[src/verilog/dsstx_pkg.sv]
/*
 * Constants for the DSSS transmit modulator: preamble layout, scrambler
 * seeds, spreading word, CCK chip count, chip-rate divider and FIR taps.
 * Assumes a 100 MHz system clock; chips are emitted at 11 Mchip/s.
 */
// Summary of operation
// RULE1: preamble, header and payload bits all go through the scrambler unless it is bypassed.
// RULE2: the scrambler is self-synchronizing, a 7-bit shift register with fixed feedback taps.
// RULE3: bit 2 of scrambler_config_reg set to one bypasses the scrambler.
// RULE4: the rate switches by itself after the DBPSK preamble when header or payload differ.
// RULE5: payload rates 1, 2, 5.5 and 11 Mbps use DBPSK, DQPSK and CCK.
// RULE6: every mode produces separate I and Q output streams.
// RULE7: in DBPSK mode I and Q carry the same scrambled, differentially encoded bit; after a DQPSK header the reference phase can be odd, and I and Q then differ.
// RULE8: DBPSK and DQPSK symbols are spread by the 11-chip Barker word at chip rate.
// RULE9: in DQPSK mode the bit stream is grouped into consecutive pairs.
// RULE10: of each DQPSK pair one encoded bit drives I and the other drives Q.
// RULE11: the output passes through a digital FIR filter set by tap coefficients.
// RULE12: bit 5 of tx_filter_config_reg selects the wider-main-lobe filter shape.
// RULE13: preamble is always DBPSK, header DBPSK or DQPSK, payload DBPSK, DQPSK or CCK.
// RULE14: long preamble is 128 ones then the delimiter, all at 1 Mbps.
// RULE15: short preamble is 56 zeros and the reversed delimiter at 1 Mbps, header at 2 Mbps.
// RULE16: scrambler polynomial and CCK mapping follow the 802.11 DSSS definition.
// RULE17: the differential phase reference runs on across preamble, header and payload.
package dsstx_pkg;
	typedef enum logic [1:0] {
		DSSTX_R1 = 2'h0,
		DSSTX_R2 = 2'h1,
		DSSTX_R55 = 2'h2,
		DSSTX_R11 = 2'h3
	} dsstx_rate_e;

	typedef enum logic [4:0] {
		DSSTX_IDLE = 5'h01,
		DSSTX_PRE = 5'h02,
		DSSTX_HDR = 5'h04,
		DSSTX_PAY = 5'h08,
		DSSTX_TAIL = 5'h10
	} dsstx_state_e;

	localparam int SCR_BYPASS_BIT = 2;
	localparam int FILT_WIDE_BIT = 5;
	localparam int SCR_TAP_A = 3;
	localparam int SCR_TAP_B = 6;
	localparam logic [6:0] SEED_LONG = 7'h1B;
	localparam logic [6:0] SEED_SHORT = 7'h6C;

	localparam logic [7:0] SYNC_LONG = 8'h80;
	localparam logic [7:0] SYNC_SHORT = 8'h38;
	localparam logic [7:0] SFD_BITS = 8'h10;
	localparam logic [15:0] SFD_LONG = 16'hF3A0;
	localparam logic [15:0] SFD_SHORT = 16'h05CF;
	localparam logic [7:0] HDR_BITS = 8'h30;

	localparam logic [10:0] BARKER = 11'h0ED;
	localparam logic [3:0] BARKER_LEN = 4'hB;
	localparam logic [3:0] CCK_LEN = 4'h8;

	localparam int CLK_MHZ = 100;
	localparam int CHIP_MHZ = 11;
	localparam logic [6:0] ACC_STEP = 7'(CHIP_MHZ);
	localparam logic [6:0] ACC_WRAP = 7'(CLK_MHZ);

	localparam int FIR_TAPS = 5;
	localparam logic [2:0] FLUSH_CHIPS = 3'(FIR_TAPS);
	localparam logic signed [7:0] TAP_STD [FIR_TAPS] =
		'{8'sh08, 8'sh20, 8'sh30, 8'sh20, 8'sh08};
	localparam logic signed [7:0] TAP_WIDE [FIR_TAPS] =
		'{8'sh00, 8'sh18, 8'sh40, 8'sh18, 8'sh00};
endpackage : dsstx_pkg

[src/verilog/dsstx_modulator.sv]
/*
 * DSSS transmit modulator: preamble generator, scrambler, DBPSK/DQPSK
 * encoder with Barker spreading, CCK encoder and chip-rate FIR on I and Q.
 * Assumes the MAC keeps a bit ready whenever bit_ready_o is high; a word
 * short of bits at its symbol boundary waits with zero chips sent, and only
 * the last word of a packet is sent padded with zeros.
 */
`timescale 1ns/1ps
`default_nettype none

module dsstx_modulator (
	input wire logic clk_i,
	input wire logic reset_i,
	input wire logic tx_start_i,
	input wire logic short_preamble_i,
	input wire logic header_dqpsk_i,
	input wire logic [1:0] payload_rate_i,
	input wire logic [7:0] scrambler_config_reg_i,
	input wire logic [7:0] tx_filter_config_reg_i,
	input wire logic bit_valid_i,
	input wire logic bit_i,
	input wire logic bit_last_i,
	output logic bit_ready_o,
	output logic busy_o,
	output logic [1:0] mode_o,
	output logic tx_strobe_o,
	output logic signed [9:0] tx_i_o,
	output logic signed [9:0] tx_q_o
);

	////////////////////////////////////////////////////////////////////////
	// helpers

	function automatic logic [1:0] dq_phase(input logic b0, input logic b1);
		logic [1:0] p;
		p = 2'h0;
		case ({b0, b1})
			2'b00: p = 2'h0;
			2'b01: p = 2'h1;
			2'b11: p = 2'h2;
			default: p = 2'h3;
		endcase
		return p;
	endfunction : dq_phase

	function automatic logic [1:0] cck_chip(input logic [2:0] k,
		input logic [1:0] p1, input logic [1:0] p2,
		input logic [1:0] p3, input logic [1:0] p4);
		logic [1:0] p;
		p = p1;
		case (k)
			3'h0: p = p1 + p2 + p3 + p4;
			3'h1: p = p1 + p3 + p4;
			3'h2: p = p1 + p2 + p4;
			3'h3: p = p1 + p4 + 2'h2;
			3'h4: p = p1 + p2 + p3;
			3'h5: p = p1 + p3;
			3'h6: p = p1 + p2 + 2'h2;
			default: p = p1;
		endcase
		return p;
	endfunction : cck_chip

	function automatic logic [3:0] word_need(input logic [1:0] r);
		logic [3:0] n;
		n = 4'h1;
		case (r)
			dsstx_pkg::DSSTX_R2: n = 4'h2;
			dsstx_pkg::DSSTX_R55: n = 4'h4;
			dsstx_pkg::DSSTX_R11: n = 4'h8;
			default: n = 4'h1;
		endcase
		return n;
	endfunction : word_need

	function automatic logic signed [9:0] fir_sum(input logic [9:0] h,
		input logic wide);
		logic signed [9:0] acc;
		logic signed [1:0] s;
		acc = 10'sh000;
		s = 2'sb00;
		for (int t = 0; t < dsstx_pkg::FIR_TAPS; t++) begin
			s = $signed(h[2*t +: 2]);
			acc = acc + 10'(s * (wide ? dsstx_pkg::TAP_WIDE[t]
				: dsstx_pkg::TAP_STD[t]));
		end
		return acc;
	endfunction : fir_sum

	////////////////////////////////////////////////////////////////////////
	// chip-rate enable, 11 pulses per 100 clocks

	logic [6:0] acc;
	logic chip_en;
	logic [6:0] next_acc;

	always_comb begin
		next_acc = acc + dsstx_pkg::ACC_STEP;
		chip_en = next_acc >= dsstx_pkg::ACC_WRAP;
		if (chip_en) begin
			next_acc = next_acc - dsstx_pkg::ACC_WRAP;
		end
	end

	always_ff @(posedge clk_i) begin
		if (reset_i) begin
			acc <= 7'h00;
		end else begin
			acc <= next_acc;
		end
	end

	////////////////////////////////////////////////////////////////////////
	// packet sequencer and bit collector

	dsstx_pkg::dsstx_state_e state;
	logic short_pre;
	logic hdr_dq;
	logic [1:0] pay_rate;
	logic [7:0] seg;
	logic [6:0] scr;
	logic [7:0] word;
	logic [3:0] wcnt;
	logic wfull;
	logic [1:0] wrate;
	logic take_word;
	logic pkt_done;
	logic [1:0] cur_rate;
	logic [7:0] sync_len;
	logic [15:0] sfd;
	logic pre_bit;
	logic have_bit;
	logic raw_bit;
	logic scr_bit;
	logic seg_end;

	always_comb begin
		sync_len = short_pre ? dsstx_pkg::SYNC_SHORT : dsstx_pkg::SYNC_LONG; // RULE14 RULE15
		sfd = short_pre ? dsstx_pkg::SFD_SHORT : dsstx_pkg::SFD_LONG;
		pre_bit = (seg < sync_len) ? ~short_pre : sfd[4'(seg - sync_len)];
		cur_rate = dsstx_pkg::DSSTX_R1; // RULE13
		if (state == dsstx_pkg::DSSTX_HDR && hdr_dq) begin
			cur_rate = dsstx_pkg::DSSTX_R2; // RULE4
		end else if (state == dsstx_pkg::DSSTX_PAY) begin
			cur_rate = pay_rate; // RULE4 RULE5
		end
		bit_ready_o = !wfull && (state == dsstx_pkg::DSSTX_HDR
			|| state == dsstx_pkg::DSSTX_PAY);
		have_bit = (!wfull && state == dsstx_pkg::DSSTX_PRE)
			|| (bit_ready_o && bit_valid_i);
		raw_bit = (state == dsstx_pkg::DSSTX_PRE) ? pre_bit : bit_i;
		scr_bit = raw_bit; // RULE3
		if (!scrambler_config_reg_i[dsstx_pkg::SCR_BYPASS_BIT]) begin
			scr_bit = raw_bit ^ scr[dsstx_pkg::SCR_TAP_A]
				^ scr[dsstx_pkg::SCR_TAP_B]; // RULE1 RULE2 RULE16
		end
		seg_end = (state == dsstx_pkg::DSSTX_PRE
			&& seg == sync_len + dsstx_pkg::SFD_BITS - 8'h01)
			|| (state == dsstx_pkg::DSSTX_HDR
			&& seg == dsstx_pkg::HDR_BITS - 8'h01);
	end

	always_ff @(posedge clk_i) begin
		if (reset_i) begin
			state <= dsstx_pkg::DSSTX_IDLE;
			short_pre <= 1'b0;
			hdr_dq <= 1'b0;
			pay_rate <= dsstx_pkg::DSSTX_R1;
			seg <= 8'h00;
		end else begin
			case (state)
				dsstx_pkg::DSSTX_IDLE: begin
					if (tx_start_i) begin
						state <= dsstx_pkg::DSSTX_PRE;
						short_pre <= short_preamble_i;
						hdr_dq <= header_dqpsk_i | short_preamble_i; // RULE15
						pay_rate <= payload_rate_i;
						seg <= 8'h00;
					end
				end
				dsstx_pkg::DSSTX_PRE, dsstx_pkg::DSSTX_HDR: begin
					if (have_bit) begin
						seg <= seg_end ? 8'h00 : seg + 8'h01;
						if (seg_end) begin
							state <= (state == dsstx_pkg::DSSTX_PRE)
								? dsstx_pkg::DSSTX_HDR : dsstx_pkg::DSSTX_PAY;
						end
					end
				end
				dsstx_pkg::DSSTX_PAY: begin
					if (have_bit && bit_last_i) begin
						state <= dsstx_pkg::DSSTX_TAIL;
					end
				end
				default: begin
					if (pkt_done) begin
						state <= dsstx_pkg::DSSTX_IDLE;
					end
				end
			endcase
		end
	end

	// scrambler register and word assembly
	always_ff @(posedge clk_i) begin
		if (reset_i) begin
			scr <= 7'h00;
			word <= 8'h00;
			wcnt <= 4'h0;
			wfull <= 1'b0;
			wrate <= dsstx_pkg::DSSTX_R1;
		end else begin
			if (state == dsstx_pkg::DSSTX_IDLE && tx_start_i) begin
				scr <= short_preamble_i ? dsstx_pkg::SEED_SHORT
					: dsstx_pkg::SEED_LONG;
			end else if (have_bit) begin
				scr <= {scr[5:0], scr_bit}; // RULE2
			end
			if (take_word) begin
				wfull <= 1'b0;
				wcnt <= 4'h0;
				word <= 8'h00;
			end else if (have_bit) begin
				word[wcnt[2:0]] <= scr_bit; // RULE9
				wcnt <= wcnt + 4'h1;
				wrate <= cur_rate;
				wfull <= (wcnt + 4'h1 == word_need(cur_rate))
					|| (state == dsstx_pkg::DSSTX_PAY && bit_last_i);
			end else if (state == dsstx_pkg::DSSTX_TAIL && wcnt != 4'h0) begin
				wfull <= 1'b1;
			end
		end
	end

	////////////////////////////////////////////////////////////////////////
	// symbol encoder and chip generator

	logic sym_on;
	logic [3:0] chip_idx;
	logic [1:0] sym_rate;
	logic [1:0] ref_ph;
	logic [1:0] p2;
	logic [1:0] p3;
	logic [1:0] p4;
	logic cck_odd;
	logic [1:0] chip_ph;
	logic chip_live;
	logic [2:0] flush;
	logic sym_end;
	logic [1:0] next_ref;
	logic [3:0] sym_len;

	always_comb begin
		sym_len = (sym_rate[1]) ? dsstx_pkg::CCK_LEN : dsstx_pkg::BARKER_LEN;
		sym_end = !sym_on || chip_idx == sym_len - 4'h1;
		take_word = chip_en && sym_end && wfull;
		next_ref = ref_ph;
		case (wrate)
			dsstx_pkg::DSSTX_R1: next_ref = ref_ph + {word[0], 1'b0}; // RULE7
			dsstx_pkg::DSSTX_R2: next_ref = ref_ph + dq_phase(word[0], word[1]);
			default: next_ref = ref_ph + dq_phase(word[0], word[1])
				+ {cck_odd, 1'b0}; // RULE16
		endcase
		pkt_done = chip_en && sym_end && !wfull && flush == 3'h0
			&& state == dsstx_pkg::DSSTX_TAIL && wcnt == 4'h0;
	end

	always_ff @(posedge clk_i) begin
		if (reset_i) begin
			sym_on <= 1'b0;
			chip_idx <= 4'h0;
			sym_rate <= dsstx_pkg::DSSTX_R1;
			ref_ph <= 2'h0;
			p2 <= 2'h0;
			p3 <= 2'h0;
			p4 <= 2'h0;
			cck_odd <= 1'b0;
		end else if (state == dsstx_pkg::DSSTX_IDLE) begin
			sym_on <= 1'b0;
			// next preamble reports DBPSK from its first strobe
			sym_rate <= dsstx_pkg::DSSTX_R1; // RULE13
			ref_ph <= 2'h0;
			cck_odd <= 1'b0;
		end else if (take_word) begin
			sym_on <= 1'b1;
			chip_idx <= 4'h0;
			sym_rate <= wrate;
			ref_ph <= next_ref; // RULE17
			cck_odd <= wrate[1] ? ~cck_odd : cck_odd;
			p2 <= dq_phase(word[2], word[3]) ^ {1'b0, word[2]};
			p3 <= word[5:4];
			p4 <= {word[6], word[7]};
			if (wrate == dsstx_pkg::DSSTX_R55) begin
				p2 <= {word[2], 1'b1};
				p3 <= 2'h0;
				p4 <= {word[3], 1'b0};
			end else if (wrate == dsstx_pkg::DSSTX_R11) begin
				p2 <= {word[2], word[3]};
				p3 <= {word[4], word[5]};
			end
		end else if (chip_en) begin
			if (sym_end) begin
				sym_on <= 1'b0;
			end else begin
				chip_idx <= chip_idx + 4'h1;
			end
		end
	end

	always_comb begin
		chip_live = sym_on;
		chip_ph = ref_ph;
		if (sym_rate[1]) begin
			chip_ph = cck_chip(chip_idx[2:0], ref_ph, p2, p3, p4); // RULE5 RULE16
		end else if (!dsstx_pkg::BARKER[chip_idx]) begin
			chip_ph = ref_ph + 2'h2; // RULE8
		end
	end

	////////////////////////////////////////////////////////////////////////
	// chip-rate FIR on I and Q, flushed after the last symbol

	logic [9:0] hist_i;
	logic [9:0] hist_q;
	logic signed [1:0] ci;
	logic signed [1:0] cq;
	logic wide;

	always_comb begin
		// quadrant to I/Q: phases 1,2 give I<0 and 2,3 give Q<0
		ci = !chip_live ? 2'sb00 : (chip_ph == 2'h1 || chip_ph == 2'h2)
			? 2'sb11 : 2'sb01; // RULE6 RULE10
		cq = !chip_live ? 2'sb00 : chip_ph[1] ? 2'sb11 : 2'sb01;
		wide = tx_filter_config_reg_i[dsstx_pkg::FILT_WIDE_BIT]; // RULE12
	end

	always_ff @(posedge clk_i) begin
		if (reset_i) begin
			hist_i <= 10'h000;
			hist_q <= 10'h000;
			tx_i_o <= 10'sh000;
			tx_q_o <= 10'sh000;
			tx_strobe_o <= 1'b0;
			flush <= 3'h0;
		end else begin
			tx_strobe_o <= chip_en && state != dsstx_pkg::DSSTX_IDLE;
			if (chip_en) begin
				hist_i <= {hist_i[7:0], ci};
				hist_q <= {hist_q[7:0], cq};
				tx_i_o <= fir_sum({hist_i[7:0], ci}, wide); // RULE11
				tx_q_o <= fir_sum({hist_q[7:0], cq}, wide);
				if (chip_live) begin
					flush <= dsstx_pkg::FLUSH_CHIPS;
				end else if (flush != 3'h0) begin
					flush <= flush - 3'h1;
				end
			end
		end
	end

	always_ff @(posedge clk_i) begin
		if (reset_i) begin
			busy_o <= 1'b0;
			mode_o <= dsstx_pkg::DSSTX_R1;
		end else begin
			busy_o <= state != dsstx_pkg::DSSTX_IDLE;
			mode_o <= sym_rate;
		end
	end

endmodule : dsstx_modulator

`default_nettype wire

[config.mk]
export PLATFORM = sky130hd
export DESIGN_NAME = dsstx_modulator
export DESIGN_NICKNAME = d
export VERILOG_FILES = /design/src/verilog/dsstx_pkg.sv /design/src/verilog/dsstx_modulator.sv
export SDC_FILE = /design/constraint.sdc
export NUM_CORES = 1
export LEC_CHECK = 0
export CAP_MARGIN = 5
export CORE_MARGIN = 2
export CORE_UTILIZATION = 45
export CTS_BUF_LIST = sky130_fd_sc_hd__clkbuf_8 sky130_fd_sc_hd__clkbuf_16
export CTS_CLUSTER_DIAMETER = 30
export DETAILED_ROUTE_END_ITERATION = 8
export DONT_BUFFER_PORTS = 1
export GPL_TIMING_DRIVEN = 1
export SLEW_MARGIN = 20
export SYNTH_ARGS = -nofsm -noshare
export SYNTH_HDL_FRONTEND = slang
export SYNTH_SLANG_ARGS = --single-unit
[constraint.sdc]
create_clock -name clk_i -period 6.3 [get_ports clk_i]
set_clock_uncertainty 0.05 [all_clocks]
set_input_delay 0.63 -clock clk_i [delete_from_list [all_inputs] [get_ports clk_i]]
set_output_delay 0.63 -clock clk_i [all_outputs]
set_load 0.01 [all_outputs]
# Yosys cells after proc, flatten, opt, wreduce, memory -nomap -nowiden
# Memory sizes are Yosys's and may differ from the RTL's. A register that Yosys moved wholly into a read port is not among the register bits.
# Cells that the tools add are included.
op_classes:
  add_sub_neg: 32
  multipliers: 10
  order_cmp: 6
  eq_ne: 33
  muxes: 68
  bitwise: 8
  reduce_logical: 54
ops:
  columns: ["cell", "count"]
  rows:
  - ["adder 10 bit", 6]
  - ["two-way mux 4 bit", 10]
  - ["two-way mux 2 bit", 19]
  - ["multiplier 2 x 7 -> 9 bit", 4]
  - ["two-way mux 7 bit", 5]
  - ["two-way mux 8 bit", 4]
  - ["multiplier 2 x 5 -> 7 bit", 4]
  - ["two-way mux 5 bit", 5]
  - ["adder 2 bit", 11]
  - ["multiplier 2 x 8 -> 10 bit", 2]
  - ["logical AND 1 bit", 18]
  - ["two-way mux 16 bit", 1]
  - ["case mux 8 bit (2 select lines)", 1]
  - ["case mux 5 bit (3 select lines)", 1]
  - ["equality test 2 bit (second input constant)", 7]
  - ["case mux 2 bit (7 select lines)", 1]
  - ["case mux 2 bit (3 select lines)", 2]
  - ["case mux 4 bit (3 select lines)", 1]
  - ["AND reduction 2 bit", 6]
  - ["nonzero test 2 bit", 6]
  - ["two-way mux 1 bit", 11]
  - ["adder 10 x 7 -> 10 bit", 1]
  - ["adder 10 x 9 -> 10 bit", 1]
  - ["equality test 2 x 1 -> 1 bit (second input constant)", 5]
  - ["49 further kinds", 79]
totals:
  register_bits: 105
  mem_bits_ro: 16
  in_bits: 26
  output_inout_bits: 25
  n_memories: 1
mem_list:
  columns: ["name", "words", "word_bits", "rd", "rd_clocked_by_memory_dff", "wr", "line_no", "text"]
  rows:
  - ["(name not given)", 16, 1, 1, 1, 0, "dsstx_modulator.sv:315", "end else if (!dsstx_pkg::BARKER[chip_idx]) begin"]

# Depth between registers and ports, before layout
logic_depth:
  ltp_word: 14
  mapped_depth: 29
  ltp_nobuf: 29

# Worst setup path after synthesis
# OpenSTA, ideal clock, no wires.
synth_timing:
  path_type: "register to register"
  from: "register chip_idx[0]"
  to: "register tx_i_o[9]"
  setup_ps: 70
  t_arrival_ps: 6130
  required_ps: 6180
  setup_slack_ps: 50
  stages_incl_launch_ff: 29
  path_buffers: 0
  synth_period_minus_slack_ps: 6250
  path_cell_list: "dfxtp_1 -> inv_1 -> ha_1 -> a22oi_1 -> o21ai_0 -> ha_1 -> xnor2_1 -> or4_1 -> a32oi_1 -> xnor2_1 -> nand2_2 -> inv_1 -> ha_1 -> ha_1 -> nor2b_1 -> nor3_1 -> a21oi_2 -> fa_1 -> fa_1 -> fa_1 -> inv_1 -> ha_1 -> a21o_1 -> a21oi_1 -> o21bai_1 -> a21oi_1 -> xnor2_1 -> nand2_1 -> a21oi_1"
synth_between:
  elab_chain_len: 12
  word_cells_on_any_way: 19
  cone_classes: "4 x add/sub; 1 x mul; 8 x eq/ne; 4 x mux; 2 x reduce/logical"
synth_lines:
  columns: ["element", "line_no", "text"]
  rows:
  - ["start: declaration", "dsstx_modulator.sv:239", "logic [3:0] chip_idx;"]
  - ["start signal: assignment", "dsstx_modulator.sv:305", "chip_idx <= chip_idx + 4'h1;"]
  - ["equality test 3 bit, or another cell as far along", "dsstx_modulator.sv:51", "case (k)"]
  - ["case mux 2 bit (7 select lines) *", "dsstx_modulator.sv:51", null]
  - ["two-way mux 2 bit *", "dsstx_modulator.sv:313", "if (sym_rate[1]) begin"]
  - ["equality test 2 x 1 -> 1 bit / equality test 2 bit (equally long branches)", "dsstx_modulator.sv:331", "ci = !chip_live ? 2'sb00 : (chip_ph == 2'h1 || chip_ph == 2'h2)"]
  - ["logical OR 1 bit *", "dsstx_modulator.sv:331", null]
  - ["two-way mux 2 bit *", "dsstx_modulator.sv:332", "? 2'sb11 : 2'sb01;"]
  - ["two-way mux 2 bit *", "dsstx_modulator.sv:331", null]
  - ["named net ci[1]", "dsstx_modulator.sv:325", "logic signed [1:0] ci;"]
  - ["multiplier 2 x 5 -> 7 bit *", "dsstx_modulator.sv:84", "acc = acc + 10'(s * (wide ? dsstx_pkg::TAP_WIDE[t]"]
  - ["adder 10 bit * (4 in a row)", "dsstx_modulator.sv:84", null]
  - ["end signal: assignment", "dsstx_modulator.sv:350", "tx_i_o <= fir_sum({hist_i[7:0], ci}, wide);"]
  - ["end: declaration", "dsstx_modulator.sv:27", "output logic signed [9:0] tx_i_o,"]
# Mark *: on every way through the listed nets, which the timed path passes. The rest lies on a longest branch.
# A chain may end at the register's enable or synchronous reset.

# Worst setup path in the final report
layout_timing:
  from: "register p3[0]"
  to: "register tx_i_o[8]"
layout_between:
  elab_chain_len: 13
  word_cells_on_any_way: 16
  cone_classes: "8 x add/sub; 1 x mul; 2 x eq/ne; 4 x mux; 1 x reduce/logical"
layout_lines:
  columns: ["element", "line_no", "text"]
  rows:
  - ["start: declaration", "dsstx_modulator.sv:243", "logic [1:0] p3;"]
  - ["start signal: assignment", "dsstx_modulator.sv:291", "p3 <= word[5:4];"]
  - ["start signal: assignment", "dsstx_modulator.sv:299", "p3 <= {word[4], word[5]};"]
  - ["adder 2 bit (on tied branches)", null, null]
  - ["adder 2 bit (on tied branches)", "dsstx_modulator.sv:53, dsstx_modulator.sv:52", null]
  - ["case mux 2 bit (7 select lines) *", "dsstx_modulator.sv:51", null]
  - ["two-way mux 2 bit *", "dsstx_modulator.sv:313", null]
  - ["equality test 2 x 1 -> 1 bit / equality test 2 bit (equally long branches)", "dsstx_modulator.sv:331", null]
  - ["logical OR 1 bit *", "dsstx_modulator.sv:331", null]
  - ["two-way mux 2 bit *", "dsstx_modulator.sv:332", null]
  - ["two-way mux 2 bit *", "dsstx_modulator.sv:331", null]
  - ["named net ci[1]", "dsstx_modulator.sv:325", null]
  - ["multiplier 2 x 5 -> 7 bit *", "dsstx_modulator.sv:84", null]
  - ["adder 10 bit * (4 in a row)", "dsstx_modulator.sv:84", null]
# Marks and branches as above.

==> results.cfg <==
[final_layout]
multi_input_area_um2 = 5400
antenna-diode-count = 0
drive_above_1_share_pct = 9.07
synthToLayoutAreaGrowth_pct = 9.64
fillers = 1606
seq_area_um2 = 1970
nets = 1060

[placed_design]
gp_congestion = 0.795
dp_slack_ns = -0.0154
port_buffers = 0
hpwl_um = 11800

[sta]
setup_viol_count_final = 0
slew_violations = 0
max_freq_mhz = 166
finalWorstPathRequiredPeriod_ns = 6.01
slew_headroom_pct = 48.4
setup_tns_ns = 0
finalWorstSetupSlack_ns = 0.292
worst_pin_slew_ns = 0.771
period_share_pct = 95.4
finalHoldViolCount = 0

[cts]
h-tree-depth = 3
numCtsBuffers = 9
clock_sinks = 98
clk_pin_slew_ns = 0.07
cts-root-buf = clkbuf_16
clock_latency_ns = 0.35
ctsLongestPathBuffers = 2
cts_tree = done
cts_hold_buf = 0

[floorplan]
coreArea_um2 = 16600
io-pin-count = 51
placementRows = 47
die_x_um = 135
initial_utilization_pct = 46.3
die_y_um = 135
dieArea_um2 = 18200

[critical_path]
required_ns = 6.54
cpPeakStageDelay_ns = 0.55
arrival_ns = 6.24
critPathLaunch = p3[0]
cp_max_fo = 3
endpoint_kind = flip-flop
ff2ff_path_depth = 27
r2r-start = p3[0]
startpoint_type = flip-flop
path_class = flip-flop to flip-flop
cpMaxStageDelayCell = or4_4

[synthesis]
syn_inst = 918
synth_edf_count = 0
synth.avg_cell_area_um2 = 8.40
synth_ff_type = dfxtp_1
yosys_warnings = 0
synthArstFlopShare_pct = 0
synth_seq_cells = 98
synth_cell_types = 73
seq_area_frac_synth_pct = 25.4
syn_area_um2 = 7710

[power_and_ir_drop]
report.power.total_uw = 1540
clkPwrFrac_pct = 39.4
intPower_uw = 1110
ir_drop_mv = 0.221
swShare_pct = 28.1
seq_power_share_pct = 44.9
powerDensity_nw_per_um2 = 182
p_leak_uw = 0.00357
power_switching_uw = 433
combPwrFrac_pct = 15.7

[grt]
overflow = 0
grt_pass1_wl_um = 27100
antenna_found_initial = 0
grt_max_degree = 77
grtUsageTotal_pct = 18.1
first_global_vias = 5734

[detailed_routing]
vias = 5883
drtIter0Drc = 238
first_pass_iters = 5
drt_wl_total_um = 15600
vias_per_cell = 5.18
routedWlPerCell_um = 13.8
ant_nets = 0
drc = 0

[hold_path]
min-delay-start = reset_i
whs_path_depth = 1
hold_class = input port to flip-flop

[status]
outcome = completed

[flow_run]
cap_violations = 0
## metal layers
metal  GRT usage, %  vias to the layer above  routed length [um]  part of all wire (%)
met5              0                        -                   0                     0
met3           2.63                       17                 398                   2.5
met2           29.9                       62                7290                    47
met4           5.50                        0                 215                   1.4
li1               -                     3051                   -                     -
met1           24.5                     2753                7720                    49
## worst max-delay path, delay by kind of cell (launching register included)
kind / cells / cell delay (ns)
AO/OA/AOI/OAI: 5 / 0.79
adder cells (fa/ha/maj): 9 / 2.85
buffers and inverters: 4 / 0.31
XOR/XNOR: 4 / 0.59
flip-flops: 1 / 0.47
AND/OR/NAND/NOR: 5 / 0.90
## cell usage in the layout (no fill, tap or decap), types with 3 or more instances in the layout
| cell type | n |
|---|---|
| a211o_1 | 3 |
| a211oi_1 | 17 |
| a21o_1 | 10 |
| a21oi_1 | 63 |
| a21oi_2 | 5 |
| a221oi_1 | 5 |
| a22oi_1 | 5 |
| a311oi_1 | 3 |
| and2_1 | 6 |
| and3_1 | 7 |
| buf_4 | 18 |
| clkbuf_16 | 9 |
| conb_1 | 7 |
| dfxtp_1 | 95 |
| dfxtp_2 | 3 |
| fa_1 | 41 |
| ha_1 | 72 |
| ha_2 | 4 |
| ha_4 | 6 |
| inv_1 | 90 |
| inv_2 | 3 |
| mux2i_1 | 7 |
| nand2_1 | 91 |
| nand2_2 | 3 |
| nand2b_1 | 15 |
| nand3_1 | 11 |
| nor2_1 | 98 |
| nor2b_1 | 18 |
| nor3_1 | 22 |
| nor4_1 | 3 |
| nor4b_1 | 5 |
| o211ai_1 | 6 |
| o21ai_0 | 23 |
| o22ai_1 | 6 |
| or2_2 | 3 |
| or4_1 | 3 |
| xnor2_1 | 43 |
| xor2_1 | 25 |
## state kept, by name, indices dropped and copies added, names as in the netlist, 3 cells and up, named ones only
register / cells
tx_q_o: 9
wcnt: 4
acc: 7
flush: 3
hist_q: 4
chip_idx: 4
scr: 7
seg: 8
hist_i: 8
word: 8
state: 5
tx_i_o: 7
## stage by stage
| stage | hold slack, ns | instances | utilization (%) | cell area, um^2 |
|---|---|---|---|---|
| after floorplan | 0.382 | 924 | - | 7740 |
| after global placement | 0.385 | 1118 | 47.8 | 7960 |
| after detailed placement | 0.398 | 1118 | 47.8 | 7960 |
| after CTS | 0.283 | 1135 | 50.1 | 8340 |
| after global routing | 0.281 | 1135 | 50.8 | 8460 |
| final | 0.299 | 1135 | 50.8 | 8460 |
## synth_stat cells (3+ instances only)
cell type  number  area share (%)
a221oi_1        5            0.57
o21ai_0        24             1.6
or4_1           4            0.39
xnor2_1        44             5.0
buf_2           6            0.39
and2_1          6            0.49
o22ai_1         6            0.49
a211o_1         3            0.34
a21oi_1        67             4.3
nand2_1        91             4.4
and3_1          7            0.57
a311oi_1        3            0.34
nand3_1        11            0.71
a22oi_1         6            0.58
nand2b_1       15             1.2
a21o_1         10            0.97
ha_1           82              13
clkbuf_1       33             1.6
or2_2           3            0.24
nand2_2         3            0.24
o211ai_1        6            0.58
fa_1           42              11
buf_4           4            0.39
inv_1          91             4.4
xor2_1         25             2.8
nor4b_1         5            0.57
nor2b_1        19             1.5
nor2_1         99             4.8
dfxtp_1        98              25
nor3_1         23             1.5
a211oi_1       17             1.7
nor4_1          3            0.24
mux2i_1         7            0.91
## layout make-up
class	count	area share (%)
Clock inverter	6	1.05
Inverter	92	4.08
Clock buffer	10	2.83
Tap cell	220	3.25
Multi-Input combinational cell	690	63.8
Sequential cell	98	23.2
Timing Repair Buffer	19	1.73
## worst paths after layout
check                                   end  slack [ns]
worst min register to register    hist_i[7]        0.41
worst min-delay path            pay_rate[1]        0.30
worst max register to register    tx_i_o[8]        0.29
worst max-delay path              tx_i_o[8]        0.29
## power by group through the flow
stage | clock network (uW) | registers (uW) | logic [uW]
global placement | 0 | 704 | 238
global route | 648 | 696 | 275
CTS | 624 | 690 | 243
finish | 607 | 691 | 242
detailed placement | 0 | 705 | 241
floorplan | 0 | 689 | 217
## logic make-up after synthesis
logic type / after synthesis / synth area share (%)
DFF: 98 / 25.4
AOI/OAI and AO/OA: 177 / 15.0
adders and majority gates: 124 / 24.2
muxes: 7 / 0.908
other: 1 / 0.0486
and+or+nand+nor: 303 / 18.6
xor gates and xnor gates: 72 / 8.84
buffers and inverters: 136 / 7.01
## repair_timing
item,4_1_cts,5_1_grt
pin swaps,1,26
endpoints found under the setup margin,2,5
buffers inserted,1,0
resized for setup,7,25
Power figures use the tool's default switching activity.
